## src/usart_status_pkg.sv

```systemverilog
/*
 * Constants for the serial channel status, holding and baud timing block.
 * Assumes a 32-bit register port with byte addresses.
 */
package usart_status_pkg;

    // ------------------------------------------------------------------
    // Register offsets
    // ------------------------------------------------------------------
    localparam logic [31:0] OFS_COMMAND    = 32'h40098000;
    localparam logic [31:0] OFS_MODE_CFG   = 32'h40098004;
    localparam logic [31:0] OFS_STATUS     = 32'h40098014;
    localparam logic [31:0] OFS_RX_HOLD    = 32'h40098018;
    localparam logic [31:0] OFS_TX_HOLD    = 32'h4009801C;
    localparam logic [31:0] OFS_BAUD       = 32'h40098020;
    localparam logic [31:0] OFS_IDLE_LIMIT = 32'h40098024;
    localparam logic [31:0] OFS_CHAR_GAP   = 32'h40098028;
    localparam logic [31:0] OFS_CARD_RATIO = 32'h40098040;
    localparam logic [31:0] OFS_CARD_ERR   = 32'h40098044;
    localparam logic [31:0] OFS_LOCK       = 32'h400980E4;

    // ------------------------------------------------------------------
    // Field positions
    // ------------------------------------------------------------------
    localparam int CMD_CLEAR_POS   = 8;
    localparam int CMD_START_TO    = 11;
    localparam int CFG_SYNC_POS    = 8;
    localparam int CFG_OVER_POS    = 19;
    localparam int FRAC_POS        = 16;
    localparam int SYNC_KIND_POS   = 15;
    localparam int ST_RX_READY     = 0;
    localparam int ST_TX_READY     = 1;
    localparam int ST_TIMEOUT      = 8;
    localparam int ST_BREAK        = 13;
    localparam int ST_HEADER       = 14;
    localparam int ST_FRAME_DONE   = 15;
    localparam int ST_FLOW_CHANGE  = 19;
    localparam int ST_LINE_LEVEL   = 23;
    localparam int ST_ERR_LSB      = 24;

    // ------------------------------------------------------------------
    // Reset values and mode codes
    // ------------------------------------------------------------------
    localparam logic [10:0] CARD_RATIO_RST = 11'h174;
    localparam logic [3:0]  MODE_NORMAL    = 4'h0;
    localparam logic [3:0]  MODE_CARD      = 4'h4;
    localparam logic [3:0]  MODE_LIN_MST   = 4'hA;
    localparam logic [3:0]  MODE_LIN_SLV   = 4'hB;
    localparam logic [3:0]  MODE_SPI_MST   = 4'hE;
    localparam logic [3:0]  MODE_SPI_SLV   = 4'hF;
    localparam logic [4:0]  OVER16_TICKS   = 5'h10;
    localparam logic [4:0]  OVER8_TICKS    = 5'h08;

    typedef enum logic [1:0] {
        GAP_OFF = 2'b01,
        GAP_RUN = 2'b10
    } gap_state_t;

endpackage : usart_status_pkg

```

## src/usart_status_baud.sv

```systemverilog
/*
 * Channel status flags, receive and transmit holding registers, baud
 * generator with fractional step, receiver time-out, transmitter gap
 * and smart-card error tally for a multi-mode serial channel.
 * Assumes the shifters and LIN engine outside report events as
 * one-cycle pulses synchronous to clk_i.
 */
`timescale 1ns/1ps

// Notes on behaviour
// - Header flag sets on identifier sent or received in LIN modes; sticky.
// - Frame done flag sets when a LIN transfer completes; sticky.
// - Flow input change flag sets on any input edge; status read clears.
// - Outside LIN modes, line level bit mirrors the flow input.
// - In LIN modes the same bit shows the LIN bus level.
// - Biphase error flag sets on decoding error; sticky.
// - Bus bit error flag sets on LIN bit error; sticky.
// - Identifier parity error flag sets on parity error; sticky.
// - Checksum error flag sets on LIN checksum error; sticky.
// - Slave silent error flag sets on no response; sticky.
// - Sync field error flag sets only as LIN slave; sticky.
// - Receive holding returns last character in bits 8 to 0.
// - Bit 15 of receive holding shows command versus data.
// - Transmit sync kind picks command or data delimiter for next character.
// - Divisor zero stops the baud clock; async uses 16 or 8 times divisor.
// - Sync and SPI divide by divisor; card mode by ratio times divisor.
// - Fraction step adds eighths of a cycle to the divisor in async mode only; zero disables.
// - Timing registers ignore writes while the write lock is on.
// - Idle limit zero disables time-out; otherwise limit bit periods.
// - Gap length inserts that many idle bit periods between characters.
// - Card ratio zero gives no bit tick; reset value 0x174.
// - Card error count accumulates errors and clears on read.
// - Break flag sets when a LIN break is sent or received; sticky.
module usart_status_baud #(
    parameter int DIV_W = 16
) (
    input  wire logic        clk_i,
    input  wire logic        sys_rst_i,
    input  wire logic [31:0] addr_i,
    input  wire logic [31:0] wdata_i,
    input  wire logic        wr_i,
    input  wire logic        rd_i,
    output logic      [31:0] rdata_o,
    input  wire logic        header_evt_i,
    input  wire logic        frame_done_evt_i,
    input  wire logic        break_evt_i,
    input  wire logic        biphase_err_i,
    input  wire logic        bit_err_i,
    input  wire logic        parity_err_i,
    input  wire logic        sum_err_i,
    input  wire logic        silent_err_i,
    input  wire logic        sync_err_i,
    input  wire logic        flow_in_i,
    input  wire logic        bus_line_i,
    input  wire logic        rx_valid_i,
    input  wire logic [8:0]  rx_data_i,
    input  wire logic        rx_cmd_i,
    input  wire logic        rx_line_idle_i,
    input  wire logic        card_err_i,
    input  wire logic        tx_take_i,
    input  wire logic        tx_char_end_i,
    output logic             tx_valid_o,
    output logic      [8:0]  tx_char_o,
    output logic             tx_sync_kind_o,
    output logic             sample_tick_o,
    output logic             bit_tick_o,
    output logic      [3:0]  operating_mode_o
);

    // ------------------------------------------------------------------
    // Helpers
    // ------------------------------------------------------------------
    function automatic logic is_lin(input logic [3:0] m);
        is_lin = (m == usart_status_pkg::MODE_LIN_MST)
              || (m == usart_status_pkg::MODE_LIN_SLV);
    endfunction : is_lin

    function automatic logic sticky(input logic q, input logic set,
                                    input logic clr);
        sticky = set | (q & ~clr);
    endfunction : sticky

    // ------------------------------------------------------------------
    // Register state
    // ------------------------------------------------------------------
    logic [31:0]      rdata_r;
    logic [3:0]       mode_r;
    logic             sync_mode_r;
    logic             eightfold_r;
    logic             lock_r;
    logic [DIV_W-1:0] divisor_r;
    logic [2:0]       frac_r;
    logic [16:0]      idle_limit_r;
    logic [7:0]       gap_len_r;
    logic [10:0]      ratio_r;
    logic [7:0]       card_err_r;
    logic [8:0]       rx_char_r;
    logic             rx_kind_r;
    logic             rx_ready_r;
    logic [8:0]       tx_char_r;
    logic             tx_kind_r;
    logic             tx_full_r;
    logic             flow_prev_r;
    logic             flow_chg_r;
    logic             timeout_r;
    logic             to_armed_r;
    logic [16:0]      idle_cnt_r;
    logic [7:0]       gap_cnt_r;
    logic [5:0]       lin_err_r;
    logic             header_r;
    logic             frame_done_r;
    logic             break_r;
    logic [DIV_W-1:0] base_cnt_r;
    logic [2:0]       frac_acc_r;
    logic             frac_extra_r;
    logic [10:0]      bit_cnt_r;
    usart_status_pkg::gap_state_t gap_st_r;

    // ------------------------------------------------------------------
    // Address decode
    // ------------------------------------------------------------------
    wire hit_cmd    = addr_i == usart_status_pkg::OFS_COMMAND;
    wire hit_cfg    = addr_i == usart_status_pkg::OFS_MODE_CFG;
    wire hit_stat   = addr_i == usart_status_pkg::OFS_STATUS;
    wire hit_rx     = addr_i == usart_status_pkg::OFS_RX_HOLD;
    wire hit_tx     = addr_i == usart_status_pkg::OFS_TX_HOLD;
    wire hit_baud   = addr_i == usart_status_pkg::OFS_BAUD;
    wire hit_idle   = addr_i == usart_status_pkg::OFS_IDLE_LIMIT;
    wire hit_gap    = addr_i == usart_status_pkg::OFS_CHAR_GAP;
    wire hit_ratio  = addr_i == usart_status_pkg::OFS_CARD_RATIO;
    wire hit_cerr   = addr_i == usart_status_pkg::OFS_CARD_ERR;
    wire hit_lock   = addr_i == usart_status_pkg::OFS_LOCK;

    wire timing_wr  = wr_i & ~lock_r;
    wire clear_cmd  = wr_i & hit_cmd & wdata_i[usart_status_pkg::CMD_CLEAR_POS];
    wire start_to   = wr_i & hit_cmd & wdata_i[usart_status_pkg::CMD_START_TO];
    wire stat_rd    = rd_i & hit_stat;
    wire rx_rd      = rd_i & hit_rx;
    wire cerr_rd    = rd_i & hit_cerr;
    wire in_lin     = is_lin(mode_r);
    wire in_card    = mode_r == usart_status_pkg::MODE_CARD;
    wire in_spi     = (mode_r == usart_status_pkg::MODE_SPI_MST)
                   || (mode_r == usart_status_pkg::MODE_SPI_SLV);

    // ------------------------------------------------------------------
    // Status word
    // ------------------------------------------------------------------
    wire line_level = in_lin ? bus_line_i : flow_in_i;
    wire flow_edge  = flow_in_i != flow_prev_r;
    wire [5:0] err_evt = {silent_err_i,
                          sum_err_i,
                          parity_err_i,
                          sync_err_i & (mode_r == usart_status_pkg::MODE_LIN_SLV),
                          bit_err_i,
                          biphase_err_i};

    logic [31:0] status_w;
    always_comb begin
        status_w = 32'h00000000;
        status_w[usart_status_pkg::ST_RX_READY]    = rx_ready_r;
        status_w[usart_status_pkg::ST_TX_READY]    = ~tx_full_r;
        status_w[usart_status_pkg::ST_TIMEOUT]     = timeout_r;
        status_w[usart_status_pkg::ST_BREAK]       = break_r;
        status_w[usart_status_pkg::ST_HEADER]      = header_r;
        status_w[usart_status_pkg::ST_FRAME_DONE]  = frame_done_r;
        status_w[usart_status_pkg::ST_FLOW_CHANGE] = flow_chg_r;
        status_w[usart_status_pkg::ST_LINE_LEVEL]  = line_level;
        status_w[usart_status_pkg::ST_ERR_LSB +: 6] = lin_err_r;
    end

    // ------------------------------------------------------------------
    // Read multiplexer
    // ------------------------------------------------------------------
    logic [31:0] rsel_w;
    always_comb begin
        rsel_w = 32'h00000000;
        if (hit_stat) begin
            rsel_w = status_w;
        end else if (hit_cfg) begin
            rsel_w[3:0] = mode_r;
            rsel_w[usart_status_pkg::CFG_SYNC_POS] = sync_mode_r;
            rsel_w[usart_status_pkg::CFG_OVER_POS] = eightfold_r;
        end else if (hit_rx) begin
            rsel_w[8:0] = rx_char_r;
            rsel_w[usart_status_pkg::SYNC_KIND_POS] = rx_kind_r;
        end else if (hit_baud) begin
            rsel_w[DIV_W-1:0] = divisor_r;
            rsel_w[usart_status_pkg::FRAC_POS +: 3] = frac_r;
        end else if (hit_idle) begin
            rsel_w[16:0] = idle_limit_r;
        end else if (hit_gap) begin
            rsel_w[7:0] = gap_len_r;
        end else if (hit_ratio) begin
            rsel_w[10:0] = ratio_r;
        end else if (hit_cerr) begin
            rsel_w[7:0] = card_err_r;
        end else if (hit_lock) begin
            rsel_w[0] = lock_r;
        end
    end

    always_ff @(posedge clk_i) begin
        if (sys_rst_i) begin
            rdata_r <= 32'h00000000;
        end else if (rd_i) begin
            rdata_r <= rsel_w;
        end
    end

    // ------------------------------------------------------------------
    // Configuration registers
    // ------------------------------------------------------------------
    always_ff @(posedge clk_i) begin
        if (sys_rst_i) begin
            mode_r       <= usart_status_pkg::MODE_NORMAL;
            sync_mode_r  <= 1'b0;
            eightfold_r  <= 1'b0;
            lock_r       <= 1'b0;
            divisor_r    <= '0;
            frac_r       <= 3'h0;
            idle_limit_r <= 17'h00000;
            gap_len_r    <= 8'h00;
            ratio_r      <= usart_status_pkg::CARD_RATIO_RST;
        end else begin
            if (wr_i & hit_lock) begin
                lock_r <= wdata_i[0];
            end
            if (wr_i & hit_cfg) begin
                mode_r      <= wdata_i[3:0];
                sync_mode_r <= wdata_i[usart_status_pkg::CFG_SYNC_POS];
                eightfold_r <= wdata_i[usart_status_pkg::CFG_OVER_POS];
            end
            if (timing_wr & hit_baud) begin
                divisor_r <= wdata_i[DIV_W-1:0];
                frac_r    <= wdata_i[usart_status_pkg::FRAC_POS +: 3];
            end
            if (timing_wr & hit_idle) begin
                idle_limit_r <= wdata_i[16:0];
            end
            if (timing_wr & hit_gap) begin
                gap_len_r <= wdata_i[7:0];
            end
            if (timing_wr & hit_ratio) begin
                ratio_r <= wdata_i[10:0];
            end
        end
    end

    // ------------------------------------------------------------------
    // Sticky status flags
    // ------------------------------------------------------------------
    always_ff @(posedge clk_i) begin
        if (sys_rst_i) begin
            lin_err_r    <= 6'h00;
            header_r     <= 1'b0;
            frame_done_r <= 1'b0;
            break_r      <= 1'b0;
            flow_prev_r  <= 1'b0;
            flow_chg_r   <= 1'b0;
        end else begin
            lin_err_r    <= err_evt | (lin_err_r & ~{6{clear_cmd}});
            header_r     <= sticky(header_r, header_evt_i & in_lin,
                                   clear_cmd);
            frame_done_r <= sticky(frame_done_r, frame_done_evt_i,
                                   clear_cmd);
            break_r      <= sticky(break_r, break_evt_i & in_lin,
                                   clear_cmd);
            flow_prev_r  <= flow_in_i;
            flow_chg_r   <= sticky(flow_chg_r, flow_edge, stat_rd);
        end
    end

    // ------------------------------------------------------------------
    // Receive holding and card error tally
    // ------------------------------------------------------------------
    always_ff @(posedge clk_i) begin
        if (sys_rst_i) begin
            rx_char_r  <= 9'h000;
            rx_kind_r  <= 1'b0;
            rx_ready_r <= 1'b0;
            card_err_r <= 8'h00;
        end else begin
            if (rx_valid_i) begin
                rx_char_r <= rx_data_i;
                rx_kind_r <= rx_cmd_i;
            end
            rx_ready_r <= sticky(rx_ready_r, rx_valid_i, rx_rd);
            if (cerr_rd) begin
                card_err_r <= {7'h00, card_err_i};
            end else if (card_err_i && card_err_r != 8'hFF) begin
                card_err_r <= card_err_r + 8'h01;
            end
        end
    end

    // ------------------------------------------------------------------
    // Transmit holding and character gap
    // ------------------------------------------------------------------
    wire tx_load = wr_i & hit_tx;
    wire gap_done = gap_cnt_r == gap_len_r;

    usart_status_pkg::gap_state_t gap_st_nxt;
    always_comb begin
        gap_st_nxt = gap_st_r;
        unique case (gap_st_r)
            usart_status_pkg::GAP_OFF: begin
                if (tx_char_end_i && gap_len_r != 8'h00) begin
                    gap_st_nxt = usart_status_pkg::GAP_RUN;
                end
            end
            usart_status_pkg::GAP_RUN: begin
                if (bit_tick_o && gap_cnt_r + 8'h01 >= gap_len_r) begin
                    gap_st_nxt = usart_status_pkg::GAP_OFF;
                end
            end
            default: gap_st_nxt = usart_status_pkg::GAP_OFF;
        endcase
    end

    always_ff @(posedge clk_i) begin
        if (sys_rst_i) begin
            tx_char_r <= 9'h000;
            tx_kind_r <= 1'b0;
            tx_full_r <= 1'b0;
            gap_st_r  <= usart_status_pkg::GAP_OFF;
            gap_cnt_r <= 8'h00;
        end else begin
            if (tx_load) begin
                tx_char_r <= wdata_i[8:0];
                tx_kind_r <= wdata_i[usart_status_pkg::SYNC_KIND_POS];
            end
            tx_full_r <= tx_load | (tx_full_r & ~tx_take_i);
            gap_st_r  <= gap_st_nxt;
            if (gap_st_r == usart_status_pkg::GAP_OFF || gap_done) begin
                gap_cnt_r <= 8'h00;
            end else if (bit_tick_o) begin
                gap_cnt_r <= gap_cnt_r + 8'h01;
            end
        end
    end

    // ------------------------------------------------------------------
    // Baud generator
    // ------------------------------------------------------------------
    wire [DIV_W-1:0] one_d = {{(DIV_W-1){1'b0}}, 1'b1};
    wire base_end  = (divisor_r != '0)
                   && (base_cnt_r == divisor_r - one_d)
                   && !frac_extra_r;
    wire [3:0] frac_sum = {1'b0, frac_acc_r} + {1'b0, frac_r};
    wire async_m   = !sync_mode_r && !in_spi && !in_card;
    wire [10:0] bit_len = in_card ? ratio_r
                        : {6'h00, eightfold_r ? usart_status_pkg::OVER8_TICKS
                                              : usart_status_pkg::OVER16_TICKS};
    wire bit_end   = async_m || in_card
                   ? base_end && bit_len != 11'h000
                     && bit_cnt_r == bit_len - 11'h001
                   : base_end;

    always_ff @(posedge clk_i) begin
        if (sys_rst_i) begin
            base_cnt_r   <= '0;
            frac_acc_r   <= 3'h0;
            frac_extra_r <= 1'b0;
            bit_cnt_r    <= 11'h000;
        end else if (divisor_r == '0) begin
            base_cnt_r   <= '0;
            frac_extra_r <= 1'b0;
            bit_cnt_r    <= 11'h000;
        end else if (frac_extra_r) begin
            frac_extra_r <= 1'b0;
        end else if (base_end) begin
            base_cnt_r   <= '0;
            frac_acc_r   <= frac_sum[2:0];
            frac_extra_r <= async_m & frac_sum[3];
            bit_cnt_r    <= bit_end ? 11'h000 : bit_cnt_r + 11'h001;
        end else begin
            base_cnt_r <= base_cnt_r + one_d;
        end
    end

    // ------------------------------------------------------------------
    // Receiver time-out
    // ------------------------------------------------------------------
    wire to_hit = to_armed_r && bit_end && rx_line_idle_i
               && idle_cnt_r + 17'h00001 >= idle_limit_r;

    always_ff @(posedge clk_i) begin
        if (sys_rst_i) begin
            idle_cnt_r <= 17'h00000;
            to_armed_r <= 1'b0;
            timeout_r  <= 1'b0;
        end else begin
            timeout_r <= to_hit | (timeout_r & ~start_to);
            if (start_to) begin
                to_armed_r <= idle_limit_r != 17'h00000;
                idle_cnt_r <= 17'h00000;
            end else if (to_hit || idle_limit_r == 17'h00000) begin
                to_armed_r <= 1'b0;
                idle_cnt_r <= 17'h00000;
            end else if (!rx_line_idle_i) begin
                idle_cnt_r <= 17'h00000;
            end else if (to_armed_r && bit_end) begin
                idle_cnt_r <= idle_cnt_r + 17'h00001;
            end
        end
    end

    // ------------------------------------------------------------------
    // Outputs
    // ------------------------------------------------------------------
    assign rdata_o          = rdata_r;
    assign tx_valid_o       = tx_full_r
                            && gap_st_r == usart_status_pkg::GAP_OFF;
    assign tx_char_o        = tx_char_r;
    assign tx_sync_kind_o   = tx_kind_r;
    assign sample_tick_o    = base_end;
    assign bit_tick_o       = bit_end;
    assign operating_mode_o = mode_r;

endmodule : usart_status_baud

```

## config.mk

```make
export PLATFORM = sky130hd
export DESIGN_NAME = usart_status_baud
export DESIGN_NICKNAME = d
export VERILOG_FILES = /design/src/usart_status_pkg.sv /design/src/usart_status_baud.sv
export SDC_FILE = /design/constraint.sdc
export NUM_CORES = 1
export LEC_CHECK = 0
export BUFFER_PORTS_ARGS = -buffer_cell sky130_fd_sc_hd__buf_2
export CELL_PAD_IN_SITES_DETAIL_PLACEMENT = 1
export CELL_PAD_IN_SITES_GLOBAL_PLACEMENT = 1
export CORE_MARGIN = 3
export CORE_UTILIZATION = 24
export DETAILED_ROUTE_END_ITERATION = 7
export GPL_TIMING_DRIVEN = 0
export PLACE_DENSITY = 0.6
export SLEW_MARGIN = 20
export SYNTH_ARGS = -nofsm -noshare
export SYNTH_HDL_FRONTEND = slang
export SYNTH_SLANG_ARGS = --single-unit
```

## constraint.sdc

```tcl
create_clock -name clk_i -period 6.6 [get_ports clk_i]
set_input_delay 0.33 -clock clk_i [delete_from_list [all_inputs] [get_ports clk_i]]
set_output_delay 0.33 -clock clk_i [all_outputs]
set_load 0.005 [all_outputs]
```

======== After elaboration in Yosys (flattened, before gate mapping) ========
Cells that the tools add are included.
operators by class
  $add $sub $neg .......................... 8
  magnitude comparators ................... 2
  equality and inequality tests ........... 25
  multiplexer cells ....................... 35
  bitwise logic cells ..................... 46
  reductions and logical operators ........ 38
operator list
  operator                                                                 count
  32-bit by 31-bit equality test with 1-bit output, second input constant  11
  11-bit two-way mux                                                       3
  1-bit bitwise AND                                                        25
  10-bit two-way mux                                                       2
  20-bit two-way mux                                                       1
  17-bit by 1-bit adder with 17-bit output, second input constant          1
  17-bit >= comparator                                                     1
  17-bit logical NOT                                                       1
  17-bit two-way mux                                                       1
  17-bit nonzero test                                                      1
  16-bit by 1-bit adder with 16-bit output, second input constant          1
  8-bit by 1-bit adder with 8-bit output, second input constant            2
  16-bit equality test                                                     1
  4-bit equality test, second input constant                               4
  16-bit logical NOT                                                       1
  16-bit two-way mux                                                       1
  8-bit two-way mux                                                        2
  16-bit nonzero test                                                      1
  16-bit by 1-bit subtractor with 16-bit output, second input constant     1
  1-bit logical AND                                                        13
  6-bit two-way mux                                                        2
  11-bit by 1-bit adder with 11-bit output, second input constant          1
  11-bit equality test                                                     1
  1-bit two-way mux                                                        11
  other kinds (31)                                                         65
word-level totals
  register bits ........................... 195
  bits of input ports ..................... 94
  output and inout port bits .............. 49
  logic and storage cells ................. 187

======== Logic depth before layout (Yosys ltp) ========
  depth after elaboration ................. 13
  depth in mapped cells ................... 16
  gate-level depth less buffers ........... 15

======== Least setup slack after synthesis ========
OpenSTA, ideal clock, no wires.
  kind .................................... reg2reg
  start point ............................. reg idle_cnt_r[0]
  end point ............................... reg idle_cnt_r[10]
  library setup time ...................... 61 ps
  arrival ................................. 3,624 ps
  data required time ...................... 6,539 ps
  slack ................................... 2,915 ps
  stages on the path, launching flop included .. 15
  path buffers ............................ 1
  clock period less this slack ............ 3,685 ps
  cell sequence ........................... dfxtp_1 > ha_1 > nand3_1 > nor3_1 > and3_1 > and3_1 > xor2_1 > ha_1 > a2111oi_0 > o21ai_0 > o22ai_1 > nand2_1 > nor4_4 > buf_6 > a32o_1
on the way
  cells in the longest elaborated chain, start to end .. 5
RTL lines
  item                                        RTL line                                            RTL
  start: declaration                          usart_status_baud.sv:107                            logic [16:0] idle_cnt_r;
  start signal: assignment                    usart_status_baud.sv:403                            idle_cnt_r <= idle_cnt_r + 17'h00001;
  17-bit by 1-bit adder with 17-bit output *  usart_status_baud.sv:385, usart_status_baud.sv:403
  17-bit >= comparator                        usart_status_baud.sv:385                            && idle_cnt_r + 17'h00001 >= idle_limit_r;
  1-bit logical AND                           usart_status_baud.sv:385
  1-bit logical OR                            usart_status_baud.sv:397                            end else if (to_hit || idle_limit_r == 17'h00000) begin
  4-bit OR reduction (no line)                n/a
Mark *: on every way between the ends. The rest lies on a longest branch, timed or not.
A chain may end at the register's enable or synchronous reset.

======== Final worst setup path ========
  start point ............................. reg idle_cnt_r[0]
  end point ............................... reg idle_cnt_r[15]
Same word-level chain as after synthesis.

==> flow_metrics.env <==
export IMPL_cts_tree="built"
export IMPL_period_share=0.734
export IMPL_seq_area_um2=3800
export IMPL_grt_max_degree=18
export IMPL_required_ns=6.99
export IMPL_crit_chain="ha_1 -> nand3_1 -> nor3_1 -> and3_1 -> and3_1 -> nand3_1 -> xnor2_1 -> ha_1 -> a2111oi_0 -> o21ai_0 -> o22ai_1 -> nand2_1 -> nor4_4 -> buf_6 -> a32o_1"
export IMPL_track_usage=0.172
export IMPL_run_status="finished, final reports clean"
export IMPL_drv_slew=0
export IMPL_core_area_um2=42100
export IMPL_tightest_slew_ns=1.05
export IMPL_syn_inst=1263
export IMPL_pwr_density_cell_nw_per_um2=198
export IMPL_crit_arrival_ns=5.23
export IMPL_nets=1540
export IMPL_ys_top_cells_by_count="dfxtp_1, nand2_1, a21oi_1"
export IMPL_cts_sinks=190
export IMPL_crit_type="register to register"
export IMPL_synth_top_area_cell="dfxtp_1"
export IMPL_place_hpwl_um=30200
export IMPL_initial_core_util=0.244
export IMPL_synth_edf_count=0
export IMPL_synth_async_reset_ratio=0
export IMPL_drive_gt1_frac=0.134
export IMPL_multiInputGateArea_um2=6010
export IMPL_final_core_util=0.290
export IMPL_yosys_warnings=0
export IMPL_cp_top_family="simple AND/OR/NAND/NOR gates"
export IMPL_ir_worst_vdd_mv=0.195
export IMPL_routedWlPerCell_um=19.9
export IMPL_syn_cell_area_um2=10300
export IMPL_fin_skew_ns=0.0153
export IMPL_synth_seq_area_share=0.370
export IMPL_ys_types=68
export IMPL_antenna_found_initial=1
export IMPL_cts_buffers_inserted=17
export IMPL_die_w_um=213
export IMPL_nFillCells=5070
export IMPL_hp_class="input port to register"
export IMPL_ioPinCount=143
export IMPL_io_buffers=124
export IMPL_rsz0062_at_grt="no"
export IMPL_setup_violations=0
export IMPL_worst_setup_path_end_kind="register"
export IMPL_synth_avg_cell_area_um2=8.14
export IMPL_synth_most_common_cell="dfxtp_1"
export IMPL_ctsRootBufferMaster="clkbuf_16"
export IMPL_drt_iter0_drc=643
export IMPL_crit_fanout=10
export IMPL_cpPeakStageDelay_ns=0.58
export IMPL_drc=0
export IMPL_clk_pin_slew_ns=0.08
export IMPL_die_h_um=213
export IMPL_dr_total_vias=10100
export IMPL_startpoint_type="register"
export IMPL_clk_latency_ns=0.46
export IMPL_cts_hold_buffers=0
export IMPL_synth_seq_cells=190
export IMPL_core_rowCount=75
export IMPL_grt_pass1_vias=10100
export IMPL_slew_headroom=0.292
export IMPL_cts_setup_buffers=0
export IMPL_grt_pass1_wl_um=60400
export IMPL_cts_buffer_depth=2
export IMPL_via_per_inst=5.13
export IMPL_crit_path_top_delay_cell="nor3_1"
export IMPL_yosys_most_used_dff="dfxtp_1"
export IMPL_gr_total_overflow=0
export IMPL_firstDrtPassIters=7
export IMPL_syn_to_final_growth_pct=19.0
export IMPL_synth_top_area_frac=0.370
export IMPL_fin_tns_setup_ns=0
export IMPL_synth_area_leaders="dfxtp_1, nand2_1, a21oi_1"
export IMPL_finalWirelength_um=39000
export IMPL_leakagePower_nw=4.70
export IMPL_antenna_cells=0
export IMPL_hold_violations=0
export IMPL_timing_fmax_mhz=207
export IMPL_maxCapViolCount=0
export IMPL_die_area_um2=45300
export IMPL_cts_resized=0
export IMPL_cts_max_level=4
export IMPL_drt_antenna_violating_nets=0
export IMPL_gp_congestion=0.848
export IMPL_period_minus_slack_ns=4.84
export IMPL_crit_buf_inv=1
-- worst min-delay path, stage by stage --
cell     delay [ns]
buf_2          0.07
a21oi_1        0.03
nor2_1         0.07
-- report_power, final --
group / total, mW / internal, mW / switching [mW]
logic: 0.105 / 0.0358 / 0.0688
clock network: 1.15 / 0.642 / 0.510
registers: 1.16 / 1.15 / 0.00729
total: 2.42 / 1.83 / 0.586
-- per-stage QoR --
step | hold slack [ns] | instance area, µm² | power, mW | std cells | worst slack [ns]
floorplan | 0.443 | 10300 | 1.23 | 1267 | 2.92
detailed placement | 0.454 | 11600 | 1.29 | 1930 | 1.79
global placement | 0.451 | 11600 | 1.29 | 1930 | 1.82
global route | 0.108 | 12200 | 2.49 | 1962 | 1.29
CTS | 0.0676 | 12200 | 2.45 | 1962 | 1.68
finish | 0.0849 | 12200 | 2.42 | 1962 | 1.76
-- sequential cells by signal, summed over array words and instances, names as in the netlist, 2 cells and up --
signal / flops
rdata_o: 27
idle_cnt_r: 17
idle_limit_r: 17
base_cnt_r: 16
divisor_r: 16
bit_cnt_r: 11
ratio_r: 11
rx_char_r: 9
tx_char_o: 9
card_err_r: 8
gap_cnt_r: 8
gap_len_r: 8
lin_err_r: 6
operating_mode_o: 4
frac_acc_r: 3
frac_r: 3
gap_st_r: 2
-- cell type report --
cell class,instances,share of cell area
Multi-Input combinational cell,954,0.491
Sequential cell,190,0.311
Tap cell,539,0.0551
Timing Repair Buffer,124,0.0507
Clock buffer,17,0.0348
Buffer,77,0.0262
Clock inverter,15,0.0168
Inverter,46,0.0141
-- cells in the final DEF (no fill, tap or decap), drive strengths merged, types with 10 or more instances in the layout --
cell     instances
nand2b          10
inv             52
a222oi          16
o21ai           19
nor3            30
and2            12
xor2            38
xnor2           47
mux2i           31
nand4           19
nand3           63
and3            47
buf            139
a32o            16
nand2          160
dfxtp          190
nor4            22
a31oi           11
a21oi          114
nor4b           10
nor2b           10
clkbuf          79
nor3b           11
o2111ai         10
ha              35
nor2           111
-- layer usage --
layer | up-vias | global-route usage | part of all wire
met5 | - | 0 | 0
met4 | 0 | 0.0452 | 0.018
met3 | 33 | 0.0319 | 0.052
met2 | 255 | 0.280 | 0.46
met1 | 4938 | 0.235 | 0.47
li1 | 4831 | - | -
-- kinds of logic (layout without fill, tap and decap cells) --
family / after synthesis / count (layout) / share of synthesized area
fa+ha+maj: 36 / 36 / 0.0446
other cells: 1 / 5 / 0.000365
flops: 190 / 190 / 0.370
simple gates: 533 / 533 / 0.259
compound gates: 263 / 263 / 0.175
xor+xnor: 85 / 85 / 0.0724
mux: 32 / 32 / 0.0313
buf+inv: 123 / 279 / 0.0480
-- worst paths after layout --
kind                            slack, ns  cells after the start             start        endpoint
worst max-delay path                 1.76                     15     idle_cnt_r[0]  idle_cnt_r[15]
worst min-delay path                 0.08                      3  frame_done_evt_i    frame_done_r
worst max register to register       1.76                     15     idle_cnt_r[0]  idle_cnt_r[15]
worst min register to register       0.46                      2       rdata_o[28]     rdata_o[28]
No activity file was read; power rests on OpenSTA's default activity.
